**src/scan_tap_regs.vh**
```
// constants for the boundary-scan test access port core
`ifndef SCAN_TAP_REGS_VH
`define SCAN_TAP_REGS_VH
// controller states, one-hot
`define ST_RESET       16'h0001
`define ST_IDLE        16'h0002
`define ST_SEL_DR      16'h0004
`define ST_CAP_DR      16'h0008
`define ST_SHIFT_DR    16'h0010
`define ST_EXIT1_DR    16'h0020
`define ST_PAUSE_DR    16'h0040
`define ST_EXIT2_DR    16'h0080
`define ST_UPD_DR      16'h0100
`define ST_SEL_IR      16'h0200
`define ST_CAP_IR      16'h0400
`define ST_SHIFT_IR    16'h0800
`define ST_EXIT1_IR    16'h1000
`define ST_PAUSE_IR    16'h2000
`define ST_EXIT2_IR    16'h4000
`define ST_UPD_IR      16'h8000
// register widths
`define IR_W           8
`define BCELL_W        84
`define BCTRL_W        21
`define IDR_W          32
// instruction register capture and reset value
`define IR_RESET       8'h81
`define IR_PARITY_BIT  7
// opcodes
`define OP_EXTEST      8'h00
`define OP_IDCODE      8'h81
`define OP_SAMPLE      8'h82
`define OP_INTEST      8'h03
`define OP_HIGHZ       8'h06
`define OP_CLAMP       8'h87
`define OP_BOUNDARY_RUN_TEST_INSTR        8'h09
`define OP_READBN      8'h0A
`define OP_READBT      8'h8B
`define OP_CELLTST     8'h0C
`define OP_TOPHIP      8'h8D
`define OP_SCANCN      8'h8E
`define OP_SCANCT      8'h0F
// data register selects
`define DR_BYPASS      2'h0
`define DR_BCELL       2'h1
`define DR_BCTRL       2'h2
`define DR_IDENT       2'h3
// boundary cell field positions
`define BC_CTRL_HI     83
`define BC_OE_LO       80
`define BC_CTRL_LO     72
`define BC_AIN_LO      54
`define BC_AOUT_LO     36
`define BC_BIN_LO      18
`define BC_BOUT_LO     0
`define BC_OE_RESET    4'hF
// boundary-control opcode field
`define BCTRL_OP_HI    2
`endif

```
**src/boundary_scan_tap_core.v**
```verilog
// boundary-scan test access port core: controller, instruction and data registers
//
// Functional notes
// RL1: controller follows select at each rising test clock; select high resets within five.
// RL2: inputs sampled on rising test-clock edge, outputs change on falling edge.
// RL3: controller must pass idle after reset before any test operation.
// RL4: boundary-control operation runs only while controller sits in idle.
// RL5: scan-select states do nothing and always leave after one cycle.
// RL6: data capture loads selected register on rising edge leaving capture; the boundary-control chain holds its value instead.
// RL7: shift entry connects register; first falling edge drives its lsb out.
// RL8: one shift per rising edge in shift state, none in entry cycle.
// RL9: first falling edge after first exit state floats serial output.
// RL10: return to shift keeps register; pause states hold contents.
// RL11: data shadow latches load on falling edge after update entry.
// RL12: instruction capture loads 10000001 for path verification.
// RL13: new instruction and mode take effect on falling edge after update.
// RL14: test registers have shift stage plus shadow; bypass, identification shift only.
// RL15: instruction eight bits, bit 7 is even parity over opcode.
// RL16: unimplemented family opcodes behave as bypass.
// RL17: reset state sets instruction to 10000001, identification read.
// RL18: instruction decodes mode, operation, one of four registers, capture source.
// RL19: boundary chain 84 cells: one per control pin, two per bus pin.
// RL20: instruction selects boundary capture source; chain may change in idle.
// RL21: reset sets boundary cells 83 to 80 to one.
// RL22: boundary chain shifts serial input through 83 down to 0.
// RL23: bits 83-72 controls, 71-54 a in, 53-36 a out, 35-18 b in, 17-0 b out.
// RL24: boundary-control chain 21 bits, shifts through 20 down to 0.
// RL25: serial output floats outside the shift states.
// RL26: bypass is one shift stage without shadow, selected by decode.
`timescale 1ns/10ps
`include "scan_tap_regs.vh"
module boundary_scan_tap_core #(
    parameter [31:0] IDENT_CODE = 32'h00000001 // arbitrary identification value
) (
    input  wire                 mclk_i,
    input  wire                 reset_n_i,
    input  wire                 tck_i,
    input  wire                 tms_i,
    input  wire                 tdi_i,
    input  wire [`BCELL_W-1:0]  pin_capture_i,
    output reg                  tdo_o,
    output reg                  tdo_oe_o,
    output reg                  test_mode_o,
    output reg                  highz_mode_o,
    output reg  [`BCELL_W-1:0]  bcell_drive_o,
    output reg  [`BCTRL_W-1:0]  bctrl_drive_o,
    output reg                  run_test_o
);
    // two-flop synchronisers on the link pins
    reg [1:0] tck_s;
    reg [1:0] tms_s;
    reg [1:0] tdi_s;
    reg       tck_d;
    always @(posedge mclk_i or negedge reset_n_i) begin
        if (!reset_n_i) begin
            tck_s <= 2'h0;
            tms_s <= 2'h3;
            tdi_s <= 2'h3;
            tck_d <= 1'b0;
        end else begin
            tck_s <= {tck_s[0], tck_i};
            tms_s <= {tms_s[0], tms_i};
            tdi_s <= {tdi_s[0], tdi_i};
            tck_d <= tck_s[1];
        end
    end
    wire tck_rise = tck_s[1] & ~tck_d; // RL2
    wire tck_fall = ~tck_s[1] & tck_d; // RL2
    wire tms      = tms_s[1];
    wire tdi      = tdi_s[1];

    // controller state
    reg  [15:0] state;
    reg  [15:0] next_state;
    always @* begin
        case (state)
            `ST_RESET:    next_state = tms ? `ST_RESET : `ST_IDLE; // RL3
            `ST_IDLE:     next_state = tms ? `ST_SEL_DR : `ST_IDLE;
            `ST_SEL_DR:   next_state = tms ? `ST_SEL_IR : `ST_CAP_DR; // RL5
            `ST_CAP_DR:   next_state = tms ? `ST_EXIT1_DR : `ST_SHIFT_DR;
            `ST_SHIFT_DR: next_state = tms ? `ST_EXIT1_DR : `ST_SHIFT_DR;
            `ST_EXIT1_DR: next_state = tms ? `ST_UPD_DR : `ST_PAUSE_DR;
            `ST_PAUSE_DR: next_state = tms ? `ST_EXIT2_DR : `ST_PAUSE_DR; // RL10
            `ST_EXIT2_DR: next_state = tms ? `ST_UPD_DR : `ST_SHIFT_DR; // RL10
            `ST_UPD_DR:   next_state = tms ? `ST_SEL_DR : `ST_IDLE;
            `ST_SEL_IR:   next_state = tms ? `ST_RESET : `ST_CAP_IR; // RL5
            `ST_CAP_IR:   next_state = tms ? `ST_EXIT1_IR : `ST_SHIFT_IR;
            `ST_SHIFT_IR: next_state = tms ? `ST_EXIT1_IR : `ST_SHIFT_IR;
            `ST_EXIT1_IR: next_state = tms ? `ST_UPD_IR : `ST_PAUSE_IR;
            `ST_PAUSE_IR: next_state = tms ? `ST_EXIT2_IR : `ST_PAUSE_IR; // RL10
            `ST_EXIT2_IR: next_state = tms ? `ST_UPD_IR : `ST_SHIFT_IR; // RL10
            `ST_UPD_IR:   next_state = tms ? `ST_SEL_DR : `ST_IDLE;
            default:      next_state = `ST_RESET;
        endcase
    end

    // advance only on a rising test-clock edge; tms high reaches reset in five
    always @(posedge mclk_i or negedge reset_n_i) begin
        if (!reset_n_i) begin
            state <= `ST_RESET;
        end else if (tck_rise) begin
            state <= next_state; // RL1
        end
    end

    wire in_reset  = (state == `ST_RESET);
    wire in_idle   = (state == `ST_IDLE);
    wire cap_dr    = tck_rise & (state == `ST_CAP_DR); // RL6
    wire cap_ir    = tck_rise & (state == `ST_CAP_IR); // RL12
    wire shf_dr    = tck_rise & (state == `ST_SHIFT_DR); // RL8
    wire shf_ir    = tck_rise & (state == `ST_SHIFT_IR); // RL8
    wire upd_dr    = tck_fall & (state == `ST_UPD_DR); // RL11
    wire upd_ir    = tck_fall & (state == `ST_UPD_IR); // RL13
    wire tlr_fall  = tck_fall & in_reset;

    // instruction register: shift stage and shadow, both reset to zero; 0x81 is forced below
    wire [`IR_W-1:0] ir_shift;
    wire [`IR_W-1:0] ir_cur_raw;
    reg  [`IR_W-1:0] ir_cur;
    scan_chain #(.W(`IR_W), .HAS_SHADOW(1)) u_ir (
        .mclk_i     (mclk_i),
        .reset_n_i  (reset_n_i),
        .tlr_i      (tlr_fall),
        .rst_val_i  (`IR_RESET),
        .capture_i  (cap_ir),
        .cap_data_i (`IR_RESET),
        .shift_i    (shf_ir),
        .sin_i      (tdi),
        .update_i   (upd_ir),
        .shift_q_o  (ir_shift),
        .shadow_o   (ir_cur_raw)
    );
    // shadow flops reset to zero, so reset value is forced here until first update
    reg ir_valid;
    always @(posedge mclk_i or negedge reset_n_i) begin
        if (!reset_n_i) begin
            ir_valid <= 1'b0;
        end else if (tlr_fall) begin
            ir_valid <= 1'b0;
        end else if (upd_ir) begin
            ir_valid <= 1'b1;
        end
    end
    always @* begin
        ir_cur = ir_valid ? ir_cur_raw : `IR_RESET; // RL17
    end

    // instruction as it stands after this edge, so the mode moves on the update fall itself
    wire [`IR_W-1:0] ir_next = upd_ir ? ir_shift : ir_cur; // RL13

    // decode: unsupported or bad-parity opcodes fall to bypass, normal mode
    reg [1:0] dr_sel;
    reg       dec_test;
    reg       dec_highz;
    always @* begin
        dr_sel    = `DR_BYPASS; // RL16 RL26
        dec_test  = 1'b0;
        dec_highz = 1'b0;
        case (ir_next) // RL18 RL15
            `OP_EXTEST, `OP_INTEST: begin
                dr_sel   = `DR_BCELL;
                dec_test = 1'b1;
            end
            `OP_IDCODE:  dr_sel = `DR_IDENT;
            `OP_SAMPLE, `OP_READBN, `OP_CELLTST: dr_sel = `DR_BCELL;
            `OP_READBT: begin
                dr_sel   = `DR_BCELL;
                dec_test = 1'b1;
            end
            `OP_HIGHZ:   dec_highz = 1'b1;
            `OP_CLAMP, `OP_BOUNDARY_RUN_TEST_INSTR, `OP_TOPHIP: dec_test = 1'b1;
            `OP_SCANCN:  dr_sel = `DR_BCTRL;
            `OP_SCANCT: begin
                dr_sel   = `DR_BCTRL;
                dec_test = 1'b1;
            end
            default:     dr_sel = `DR_BYPASS;
        endcase
    end

    // boundary cell capture source chosen by instruction
    wire [`BCELL_W-1:0] bc_shift;
    wire [`BCELL_W-1:0] bc_shadow;
    reg  [`BCELL_W-1:0] bc_cap;
    always @* begin
        case (ir_cur) // RL20
            `OP_READBN, `OP_READBT: bc_cap = bc_shift;
            `OP_CELLTST:            bc_cap = ~bc_shift;
            default:                bc_cap = pin_capture_i;
        endcase
    end
    wire [`BCELL_W-1:0] bc_rst = {`BC_OE_RESET, {(`BCELL_W-4){1'b0}}}; // RL21
    // boundary chain, 84 cells, tdi enters at 83 and bit 0 leaves first
    scan_chain #(.W(`BCELL_W), .HAS_SHADOW(1)) u_bcell ( // RL19 RL22 RL23
        .mclk_i     (mclk_i),
        .reset_n_i  (reset_n_i),
        .tlr_i      (tlr_fall),
        .rst_val_i  (bc_rst),
        .capture_i  (cap_dr & (dr_sel == `DR_BCELL)),
        .cap_data_i (bc_cap),
        .shift_i    (shf_dr & (dr_sel == `DR_BCELL)),
        .sin_i      (tdi),
        .update_i   (upd_dr & (dr_sel == `DR_BCELL)),
        .shift_q_o  (bc_shift),
        .shadow_o   (bc_shadow)
    );

    // boundary-control chain, 21 bits, holds its value on capture
    wire [`BCTRL_W-1:0] bt_shift;
    wire [`BCTRL_W-1:0] bt_shadow;
    scan_chain #(.W(`BCTRL_W), .HAS_SHADOW(1)) u_bctrl ( // RL24
        .mclk_i     (mclk_i),
        .reset_n_i  (reset_n_i),
        .tlr_i      (1'b0),
        .rst_val_i  ({`BCTRL_W{1'b0}}),
        .capture_i  (1'b0),
        .cap_data_i (bt_shift),
        .shift_i    (shf_dr & (dr_sel == `DR_BCTRL)),
        .sin_i      (tdi),
        .update_i   (upd_dr & (dr_sel == `DR_BCTRL)),
        .shift_q_o  (bt_shift),
        .shadow_o   (bt_shadow)
    );

    // bypass and identification: shift stage only, no shadow
    reg                bypass_q;
    reg [`IDR_W-1:0]   ident_q;
    always @(posedge mclk_i or negedge reset_n_i) begin
        if (!reset_n_i) begin
            bypass_q <= 1'b0;
            ident_q  <= {`IDR_W{1'b0}};
        end else begin
            if (cap_dr & (dr_sel == `DR_BYPASS)) begin
                bypass_q <= 1'b0; // RL26 RL14
            end else if (shf_dr & (dr_sel == `DR_BYPASS)) begin
                bypass_q <= tdi;
            end
            if (cap_dr & (dr_sel == `DR_IDENT)) begin
                ident_q <= IDENT_CODE; // RL14
            end else if (shf_dr & (dr_sel == `DR_IDENT)) begin
                ident_q <= {tdi, ident_q[`IDR_W-1:1]};
            end
        end
    end

    // serial output mux, lsb of the selected register
    reg sel_lsb;
    always @* begin
        case (dr_sel)
            `DR_BCELL: sel_lsb = bc_shift[0];
            `DR_BCTRL: sel_lsb = bt_shift[0];
            `DR_IDENT: sel_lsb = ident_q[0];
            default:   sel_lsb = bypass_q;
        endcase
    end

    // outputs change only on falling edges; floats outside shift states
    always @(posedge mclk_i or negedge reset_n_i) begin
        if (!reset_n_i) begin
            tdo_o    <= 1'b0;
            tdo_oe_o <= 1'b0;
        end else if (tck_fall) begin
            if (state == `ST_SHIFT_DR) begin
                tdo_o    <= sel_lsb; // RL7
                tdo_oe_o <= 1'b1; // RL7
            end else if (state == `ST_SHIFT_IR) begin
                tdo_o    <= ir_shift[0]; // RL7
                tdo_oe_o <= 1'b1;
            end else begin
                tdo_oe_o <= 1'b0; // RL9 RL25
            end
        end
    end

    // mode and drive outputs, updated on falling edges (RL13 RL2)
    always @(posedge mclk_i or negedge reset_n_i) begin
        if (!reset_n_i) begin
            test_mode_o   <= 1'b0;
            highz_mode_o  <= 1'b0;
            bcell_drive_o <= {`BC_OE_RESET, {(`BCELL_W-4){1'b0}}};
            bctrl_drive_o <= {`BCTRL_W{1'b0}};
            run_test_o    <= 1'b0;
        end else if (tck_fall) begin
            test_mode_o   <= dec_test & ~in_reset; // RL13
            highz_mode_o  <= dec_highz & ~in_reset;
            // follow the latch on the fall that loads it, not one test clock later
            bcell_drive_o <= in_reset ? bc_rst :
                             (upd_dr & (dr_sel == `DR_BCELL)) ? bc_shift : bc_shadow; // RL11 RL21
            bctrl_drive_o <= (upd_dr & (dr_sel == `DR_BCTRL)) ? bt_shift : bt_shadow; // RL11
            run_test_o    <= in_idle & (ir_cur == `OP_BOUNDARY_RUN_TEST_INSTR); // RL4
        end
    end
endmodule // boundary_scan_tap_core

```
**src/scan_chain.v**
```verilog
// generic shift stage with optional parallel capture and shadow latch
`timescale 1ns/10ps
module scan_chain #(
    parameter W          = 8,
    parameter HAS_SHADOW = 1
) (
    input  wire         mclk_i,
    input  wire         reset_n_i,
    input  wire         tlr_i,
    input  wire [W-1:0] rst_val_i,
    input  wire         capture_i,
    input  wire [W-1:0] cap_data_i,
    input  wire         shift_i,
    input  wire         sin_i,
    input  wire         update_i,
    output reg  [W-1:0] shift_q_o,
    output reg  [W-1:0] shadow_o
);
    // shift stage: capture or shift on rising test-clock edge, lsb leaves first
    always @(posedge mclk_i or negedge reset_n_i) begin
        if (!reset_n_i) begin
            shift_q_o <= {W{1'b0}};
        end else if (capture_i) begin
            shift_q_o <= cap_data_i;
        end else if (shift_i) begin
            shift_q_o <= {sin_i, shift_q_o[W-1:1]};
        end
    end

    // shadow latch, loaded on the falling edge in update (RL14)
    always @(posedge mclk_i or negedge reset_n_i) begin
        if (!reset_n_i) begin
            shadow_o <= {W{1'b0}};
        end else if (HAS_SHADOW == 0) begin
            shadow_o <= {W{1'b0}};
        end else if (tlr_i) begin
            shadow_o <= rst_val_i;
        end else if (update_i) begin
            shadow_o <= shift_q_o;
        end
    end
endmodule // scan_chain

```
**config.mk**
```make
export PLATFORM = sky130hd
export DESIGN_NAME = boundary_scan_tap_core
export DESIGN_NICKNAME = d
export VERILOG_FILES = /design/src/boundary_scan_tap_core.v /design/src/scan_chain.v
export VERILOG_INCLUDE_DIRS = /design/src
export SDC_FILE = /design/constraint.sdc
export NUM_CORES = 1
export LEC_CHECK = 0
export BUFFER_PORTS_ARGS = -buffer_cell sky130_fd_sc_hd__buf_2
export CORE_MARGIN = 2
export CORE_UTILIZATION = 40
export DETAILED_ROUTE_END_ITERATION = 10
export HOLD_SLACK_MARGIN = 0.08
export PLACE_DENSITY = 0.57
export SYNTH_ARGS = -nofsm -noshare
export SYNTH_HDL_FRONTEND = slang
export SYNTH_SLANG_ARGS = --single-unit
```
**constraint.sdc**
```tcl
create_clock -name mclk_i -period 4.15 [get_ports mclk_i]
set_input_delay 0.415 -clock mclk_i [delete_from_list [all_inputs] [get_ports mclk_i]]
set_output_delay 0.415 -clock mclk_i [all_outputs]
set_load 0.02 [all_outputs]
```
==> Yosys cells after proc, flatten, opt, wreduce, memory -nomap -nowiden <==
Index checks and enable logic that the tools add are counted.
Widths: inputs -> output; s select.
{ "totals": {"mem_bits_rw": 0, "mem_count": 0, "ff_bits": 393, "input_bits": 89, "word_cells": 139, "latchBits": 0, "romBits": 0, "out_inout_bits": 110} }
{ "classes": {"n_shift": 0, "n_addsub": 0, "bitwise": 25, "reduce_logical": 17, "div": 0, "n_mul": 0, "magnitude_cmp": 0, "n_eq_ne": 36, "mux": 40} }
{ "ops": {"columns": ["op", "count"], "rows": [
  ["$mux 84", 5],
  ["$pmux 16 s12", 1],
  ["$pmux 84 s2", 1],
  ["$not 84->84", 1],
  ["$mux 32", 2],
  ["$eq 8x4->1 const B", 7],
  ["$eq 8x8->1 const B", 7],
  ["$mux 8", 7],
  ["$mux 16", 2],
  ["$and 1x1->1", 21],
  ["$mux 21", 1],
  ["$mux 9", 2],
  ["$eq 16x1->1 const B", 1],
  ["$eq 16x10->1 const B", 1],
  ["$eq 16x11->1 const B", 1],
  ["$eq 16x12->1 const B", 1],
  ["$eq 16x13->1 const B", 1],
  ["$eq 16x14->1 const B", 1],
  ["$eq 16x15->1 const B", 1],
  ["$eq 16x16->1 const B", 1],
  ["$eq 16x2->1 const B", 1],
  ["$eq 16x3->1 const B", 1],
  ["$eq 16x4->1 const B", 1],
  ["$eq 16x5->1 const B", 1],
  ["28 further kinds", 49]
]} }

==> Logic depth before layout (Yosys ltp) <==
{ "logic_depth": {"depth_word": 11, "ltp_mapped": 11, "depth_no_buf": 7} }

==> By module <==
Synthesis repeated with hierarchy kept, for this count alone.
{ "unflattened": {"hier_cells": 2106, "hier_area_um2": 20452.1} }
{ "modules_own_cells": {"columns": ["mod", "seq_area_each_um2", "n_inst", "cells_per_inst", "area_per_inst_um2"], "rows": [
  ["boundary_scan_tap_core", 4190.3, 1, 1128, 9877.0],
  ["scan_chain at u_bcell", 4204.0, 1, 728, 7850.0],
  ["scan_chain at u_bctrl", 1051.0, 1, 182, 1979.4],
  ["scan_chain at u_ir", 400.4, 1, 68, 745.7]
]} }

==> Least setup slack after synthesis <==
No wires, ideal clock.
{ "synth_path": {"path_kind": "flip-flop to flip-flop", "startpoint": "register state[7]", "endpoint": "register bctrl_drive_o[18]", "t_arrival_ns": 2.745, "period_less_slack_ns": 2.869, "path_buffers": 3, "t_required_ns": 4.025, "path_stages_with_launch": 11, "slack_ns": 1.281, "setup_ns": 0.125, "path_cell_list": "dfrtp_1 > buf_2 > nor4_4 > nand2_2 > or4_1 > buf_2 > mux2i_1 > nor2b_1 > buf_6 > mux2_4 > mux2_2"} }
{ "synth_between": {"elab_chain_cells": 9} }
{ "synth_rtl": {"columns": ["item", "line_no", "text"], "rows": [
  ["from (decl)", "boundary_scan_tap_core.v:73", "reg [15:0] state;"],
  ["from (signal assigned)", "boundary_scan_tap_core.v:100", "state <= `ST_RESET;"],
  ["from (signal assigned)", "boundary_scan_tap_core.v:102", "state <= next_state;"],
  ["$eq 16x16->1", null, null],
  ["$and 1x1->1", "boundary_scan_tap_core.v:113", "wire upd_ir = tck_fall & (state == `ST_UPD_IR);"],
  ["$mux 8", "boundary_scan_tap_core.v:149", "wire [`IR_W-1:0] ir_next = upd_ir ? ir_shift : ir_cur;"],
  ["$eq 8x8->1, or another cell as far along", "boundary_scan_tap_core.v:159", "case (ir_next)"],
  ["$reduce_or 6->1 (no line) or $reduce_or 2->1 (tied branches)", null, null],
  ["$pmux 2 s3", "boundary_scan_tap_core.v:159", null],
  ["$eq 2x2->1", null, null],
  ["$and 1x1->1 (*)", "boundary_scan_tap_core.v:289", "bctrl_drive_o <= (upd_dr & (dr_sel == `DR_BCTRL)) ? bt_shift : bt_shadow;"],
  ["$mux 21 (*)", null, null],
  ["to (signal assigned)", "boundary_scan_tap_core.v:281", "bctrl_drive_o <= {`BCTRL_W{1'b0}};"],
  ["to (signal assigned)", "boundary_scan_tap_core.v:289", null],
  ["to (decl)", "boundary_scan_tap_core.v:46", "output reg [`BCTRL_W-1:0] bctrl_drive_o,"]
]} }
Every way passes the cells marked *; elsewhere a longest branch is shown, timed or not.
A chain may end at the register's enable or synchronous reset.

==> Final worst setup path <==
{ "layout_path": {"startpoint": "register state[7]", "endpoint": "register bcell_drive_o[29]"} }
{ "layout_between": {"elab_chain_cells": 10} }
{ "layout_rtl": {"columns": ["item", "line_no", "text"], "rows": [
  ["$eq 16x16->1", null, null],
  ["$and 1x1->1", "boundary_scan_tap_core.v:113", null],
  ["$mux 8", "boundary_scan_tap_core.v:149", null],
  ["$eq 8x8->1, or another cell as far along", "boundary_scan_tap_core.v:159", null],
  ["$reduce_or 6->1 (no line) or $reduce_or 2->1 (tied branches)", null, null],
  ["$pmux 2 s3", "boundary_scan_tap_core.v:159", null],
  ["$eq 2x1->1", null, null],
  ["$and 1x1->1", "boundary_scan_tap_core.v:288", "(upd_dr & (dr_sel == `DR_BCELL)) ? bc_shift : bc_shadow;"],
  ["$mux 84", "boundary_scan_tap_core.v:288", null],
  ["$mux 84 (*)", "boundary_scan_tap_core.v:287", "bcell_drive_o <= in_reset ? bc_rst :"],
  ["to (signal assigned)", "boundary_scan_tap_core.v:280", "bcell_drive_o <= {`BC_OE_RESET, {(`BCELL_W-4){1'b0}}};"],
  ["to (signal assigned)", "boundary_scan_tap_core.v:287", null],
  ["to (decl)", "boundary_scan_tap_core.v:45", "output reg [`BCELL_W-1:0] bcell_drive_o,"]
]} }
Marks and branches as above.

==> out/results.tsv <==
stage	metric	value	unit
status	run status	completed	
timing	Setup Total Neg Slack	0	ps
synthesis	number of enable flip-flop cells after synthesis	0	
timing	worst-case headroom to the max-slew limit	22.36	%
floorplanning	core outline area	44120	um^2
global_routing	pin count of the biggest net entering global routing	104	
synthesis	Compound-Gate Fraction of Synth Area	15.18	%
clocking	maximum count of clock buffers along a single path	3	
synthesis	Top FF cell, synth	dfrtp_1	
timing	setup clock skew after layout	17.20	ps
setup_path	highest cell delay on the worst timing path	860	ps
synthesis	summed instance area of the synthesized netlist	17860	um^2
clocking	Clock Latency Late Sink	570	ps
pwr	static leakage	10.61	nW
placed_design	Port Buf Inserts	198	
timing	number of hold-slack violations in the final timing report	0	
clocking	total of hold buffers inserted after clock tree synthesis	4	
setup_path	total buffers and inverters traversed by the critical path	2	
final_layout	net total in the final layout	1950	
clocking	CTS clk-pin slew, worst paths	60	ps
synthesis	mux contribution to synthesized area	9.390	%
pwr	power per cell area	404.1	nW/um^2
synthesis	warnings from Yosys	0	
worst_hold_path	Hold/Removal Path Class	primary input to flip-flop	
setup_path	required time at the endpoint of the critical path	4560	ps
drt	DRT antenna net count	0	
setup_path	crit end category	flip-flop	
drt	Avg WL per Cell	18.64	um
setup_path	worst-path fanout max	55	
drt	post-route DRC violation count	0	
timing	final period demand of the worst path	3590	ps
drt	initial drt markers	958	
drt	vias post-DR	13330	
synthesis	dominant combinational cell family by area after synthesis	simple AND/OR/NAND/NOR gates	
clocking	Post CTS Setup Buffer Count	0	
synthesis	Synth Instances	1710	
drt	number of detailed-route iterations in the first pass	5	
synthesis	number of flip-flops and latches in the synthesized netlist	393	
clocking	CTS tree	done	
setup_path	most used cell along the critical path	buf_4	
synthesis	total nets after synthesis	1799	
global_routing	antenna violations before repair	6	
setup_path	first element of the critical path	state[7]	
synthesis	simple-gate portion of the synthesized area	15.68	%
setup_path	data arrival time of the worst path	4000	ps
synthesis	adder-cell share of the synthesized area	0	%
floorplanning	height of the chip	215.3	um
floorplanning	die extent in x	215.3	um
clocking	CTS Root Buffer Type	clkbuf_16	
setup_path	startpoint of the worst-slack reg-to-reg timing path	state[7]	
synthesis	Distinct cells, synth	65	
clocking	Resized cells post-CTS	0	
floorplanning	Starting Density	40.47	%
timing	worst-case hold slack	228.8	ps
synthesis	Syn Area/Cell	10.44	um^2
pwr	Worst VDD drop	0.0002364	V
global_routing	wire length of the first global-routing pass	75.80	mm
drt	wire length reported by the detailed router	46.30	mm
flow_run	max-cap check violation count	0	
floorplanning	die area	46350	um^2
synthesis	Async S/R FF share, synth	100.0	%
setup_path	ordered list of cells on the worst path	nor4_4 -> nand4_1 -> or2_0 -> buf_4 -> and3_1 -> o211ai_1 -> buf_4 -> mux2i_1 -> o21ai_1	
timing	slack of the critical path	559.7	ps
global_routing	GRT Residual Overflow	0	
floorplanning	Placement Rows	77	
final_layout	proportion of layout cells with a drive suffix above 1	21.21	%
placed_design	worst slack at placement	558.5	ps
setup_path	crit-path leading delay family	simple AND/OR/NAND/NOR gates	
clocking	number of sinks handled by clock tree synthesis	393	
global_routing	vias in the first global route	13590	
placed_design	Post-DP HPWL	28.41	mm
setup_path	Critical Path Slowest Stage Cell	buf_4	
timing	Period Utilization, post-route	86.51	%
clocking	count of H-tree levels built during CTS	2	
clocking	number of buffers added by the clock tree synthesis step	44	
global_routing	global-route usage over all layers	20.26	%
timing	f_max	278.5	MHz
final_layout	Area growth, synth to finish	16.57	%
timing	number of max-slew violations in the final report	0	
timing	Setup violations, final	0	
drt	DR vias/cell	5.365	
pwr	post-layout total power	8.412	mW
placed_design	placer congestion estimate	0.8655	
timing	worst-margin pin slew	1165	ps
synthesis	portion of the post-synthesis area used by sequential elements	55.14	%
synthesis	xor and xnor area share after synthesis	0.5886	%
setup_path	kind of critical path	flip-flop to flip-flop	
worst_hold_path	Min-Delay Startpoint	pin_capture_i[57]	
floorplanning	I/O pin count	199	
setup_path	startpoint type of the worst setup path	flip-flop	
timing	RSZ-0062 raised after global routing	no	
==> per-layer routing <==
layer  vias to the layer above  global-route usage, %  part of all wire, %
li1                       6283                      -                    -
met1                      6693                  28.61                   47
met2                       284                  32.06                   46
met3                        61                  4.048                  5.2
met4                         6                  5.080                  1.9
met5                         -                      0                0.073
==> metrics by stage <==
stage / cell area [um^2] / cells / util [%]
floorplan: 17860 / 1710 / -
detailed placement: 19290 / 2403 / 43.71
global route: 20820 / 2484 / 47.17
CTS: 20810 / 2483 / 47.17
finish: 20820 / 2484 / 47.17
global placement: 19290 / 2403 / 43.71
==> flip-flops by register name (all words and copies together), names as in the netlist <==
| signal | flops |
|---|---|
| tdo_o | 1 |
| bypass_q | 1 |
| tms_s | 2 |
| ident_q | 32 |
| ir_valid | 1 |
| bcell_drive_o | 84 |
| u_ir.shift_q_o | 8 |
| tck_s | 2 |
| highz_mode_o | 1 |
| tdi_s | 2 |
| bctrl_drive_o | 21 |
| u_ir.shadow_o | 8 |
| tdo_oe_o | 1 |
| u_bctrl.shift_q_o | 21 |
| state | 16 |
| test_mode_o | 1 |
| u_bcell.shift_q_o | 84 |
| u_bctrl.shadow_o | 21 |
| u_bcell.shadow_o | 84 |
| run_test_o | 1 |
| tck_d | 1 |
==> logic make-up (layout without fill, tap and decap cells) <==
kind of cell | after synthesis | in the layout
buf+inv | 132 | 313
compound gates | 364 | 364
xor+xnor | 12 | 12
flops | 393 | 393
mux | 152 | 152
other cells | 0 | 1
simple gates | 657 | 657
==> where the power goes <==
group	leakage, nW	switching [mW]	internal, mW	total [mW]
Sequential	5.42	0.0241	3.85	3.88
Combinational	4.45	0.393	0.129	0.522
Clock	0.736	1.58	2.43	4.01
Total	10.6	2.00	6.41	8.41
==> cell usage in the layout, fill, tap and decap left out, types with 5 or more instances in the layout <==
cell / netlist / routed
xnor2_1: 5 / 5
o221a_2: 14 / 14
inv_1: 8 / 8
nand2b_1: 12 / 10
or3_1: 5 / 5
dfrtp_1: 384 / 384
o21ai_0: 79 / 79
nor3_1: 12 / 12
o31ai_1: 5 / 5
mux2_4: 20 / 20
a21oi_1: 13 / 13
clkbuf_8: 0 / 9
o211ai_1: 9 / 9
o221a_1: 70 / 70
a211oi_1: 5 / 5
clkinv_2: 0 / 7
o21bai_1: 85 / 85
nor4_1: 10 / 10
nor4b_1: 5 / 5
nand3_1: 13 / 13
mux2_2: 44 / 44
o21ai_1: 57 / 56
nand2_1: 365 / 362
nor2b_1: 7 / 5
dfstp_2: 9 / 9
nor2_1: 190 / 189
buf_2: 9 / 197
a22o_1: 6 / 6
buf_12: 0 / 8
or4_1: 6 / 5
clkbuf_16: 0 / 46
xor2_1: 7 / 7
clkbuf_1: 85 / 8
mux2i_1: 88 / 88
buf_4: 2 / 19
==> Yosys cell counts (6+ instances only) <==
cell type | count | area share, %
nor3_1 | 12 | 0.34
buf_6 | 27 | 1.7
dfrtp_1 | 384 | 54
nand2b_1 | 12 | 0.42
a21oi_1 | 13 | 0.36
mux2i_1 | 88 | 4.9
inv_1 | 8 | 0.17
o221a_1 | 70 | 4.4
or4_1 | 6 | 0.25
o211ai_1 | 9 | 0.38
nand2_1 | 365 | 7.7
a22o_1 | 6 | 0.29
xor2_1 | 7 | 0.34
dfstp_2 | 9 | 1.3
nor2_1 | 190 | 4.0
mux2_2 | 44 | 2.8
o21ai_0 | 79 | 2.2
buf_2 | 9 | 0.25
o221a_2 | 14 | 0.88
o21bai_1 | 85 | 3.6
o21ai_1 | 57 | 1.6
nand3_1 | 13 | 0.36
mux2_4 | 20 | 1.7
nor2b_1 | 7 | 0.25
nor4_1 | 10 | 0.35
clkbuf_1 | 85 | 1.8
==> cell type report <==
type                       count  area [um^2]
clock inverter                13        180.2
clock buffer                  63         1305
tap                          592        740.7
sequential                   393         9846
antenna                        1        2.502
inverter                       8        30.03
timing repair buffer         229         1344
fill                        4213        23310
multi-input combinational   1185         7367
==> final timing paths <==
| kind | cells past startpoint | endpoint | slack, ps |
|---|---|---|---|
| max in group asynchronous | 3 | tdi_s[1] | 2610 |
| max | 9 | bcell_drive_o[29] | 560 |
| min in group asynchronous | 2 | u_bcell.shift_q_o[66] | 460 |
| min | 4 | u_bcell.shift_q_o[57] | 230 |
| min reg2reg | 0 | tck_s[1] | 350 |
| max reg2reg | 9 | bcell_drive_o[29] | 560 |
==> worst min-delay path: cells and delay by family <==
| family | cells | cell delay [ps] |
|---|---|---|
| buffers and inverters | 1 | 90 |
| AND/OR/NAND/NOR | 2 | 90 |
| AO/OA/AOI/OAI | 1 | 160 |
(Power assumes the default switching activity.)
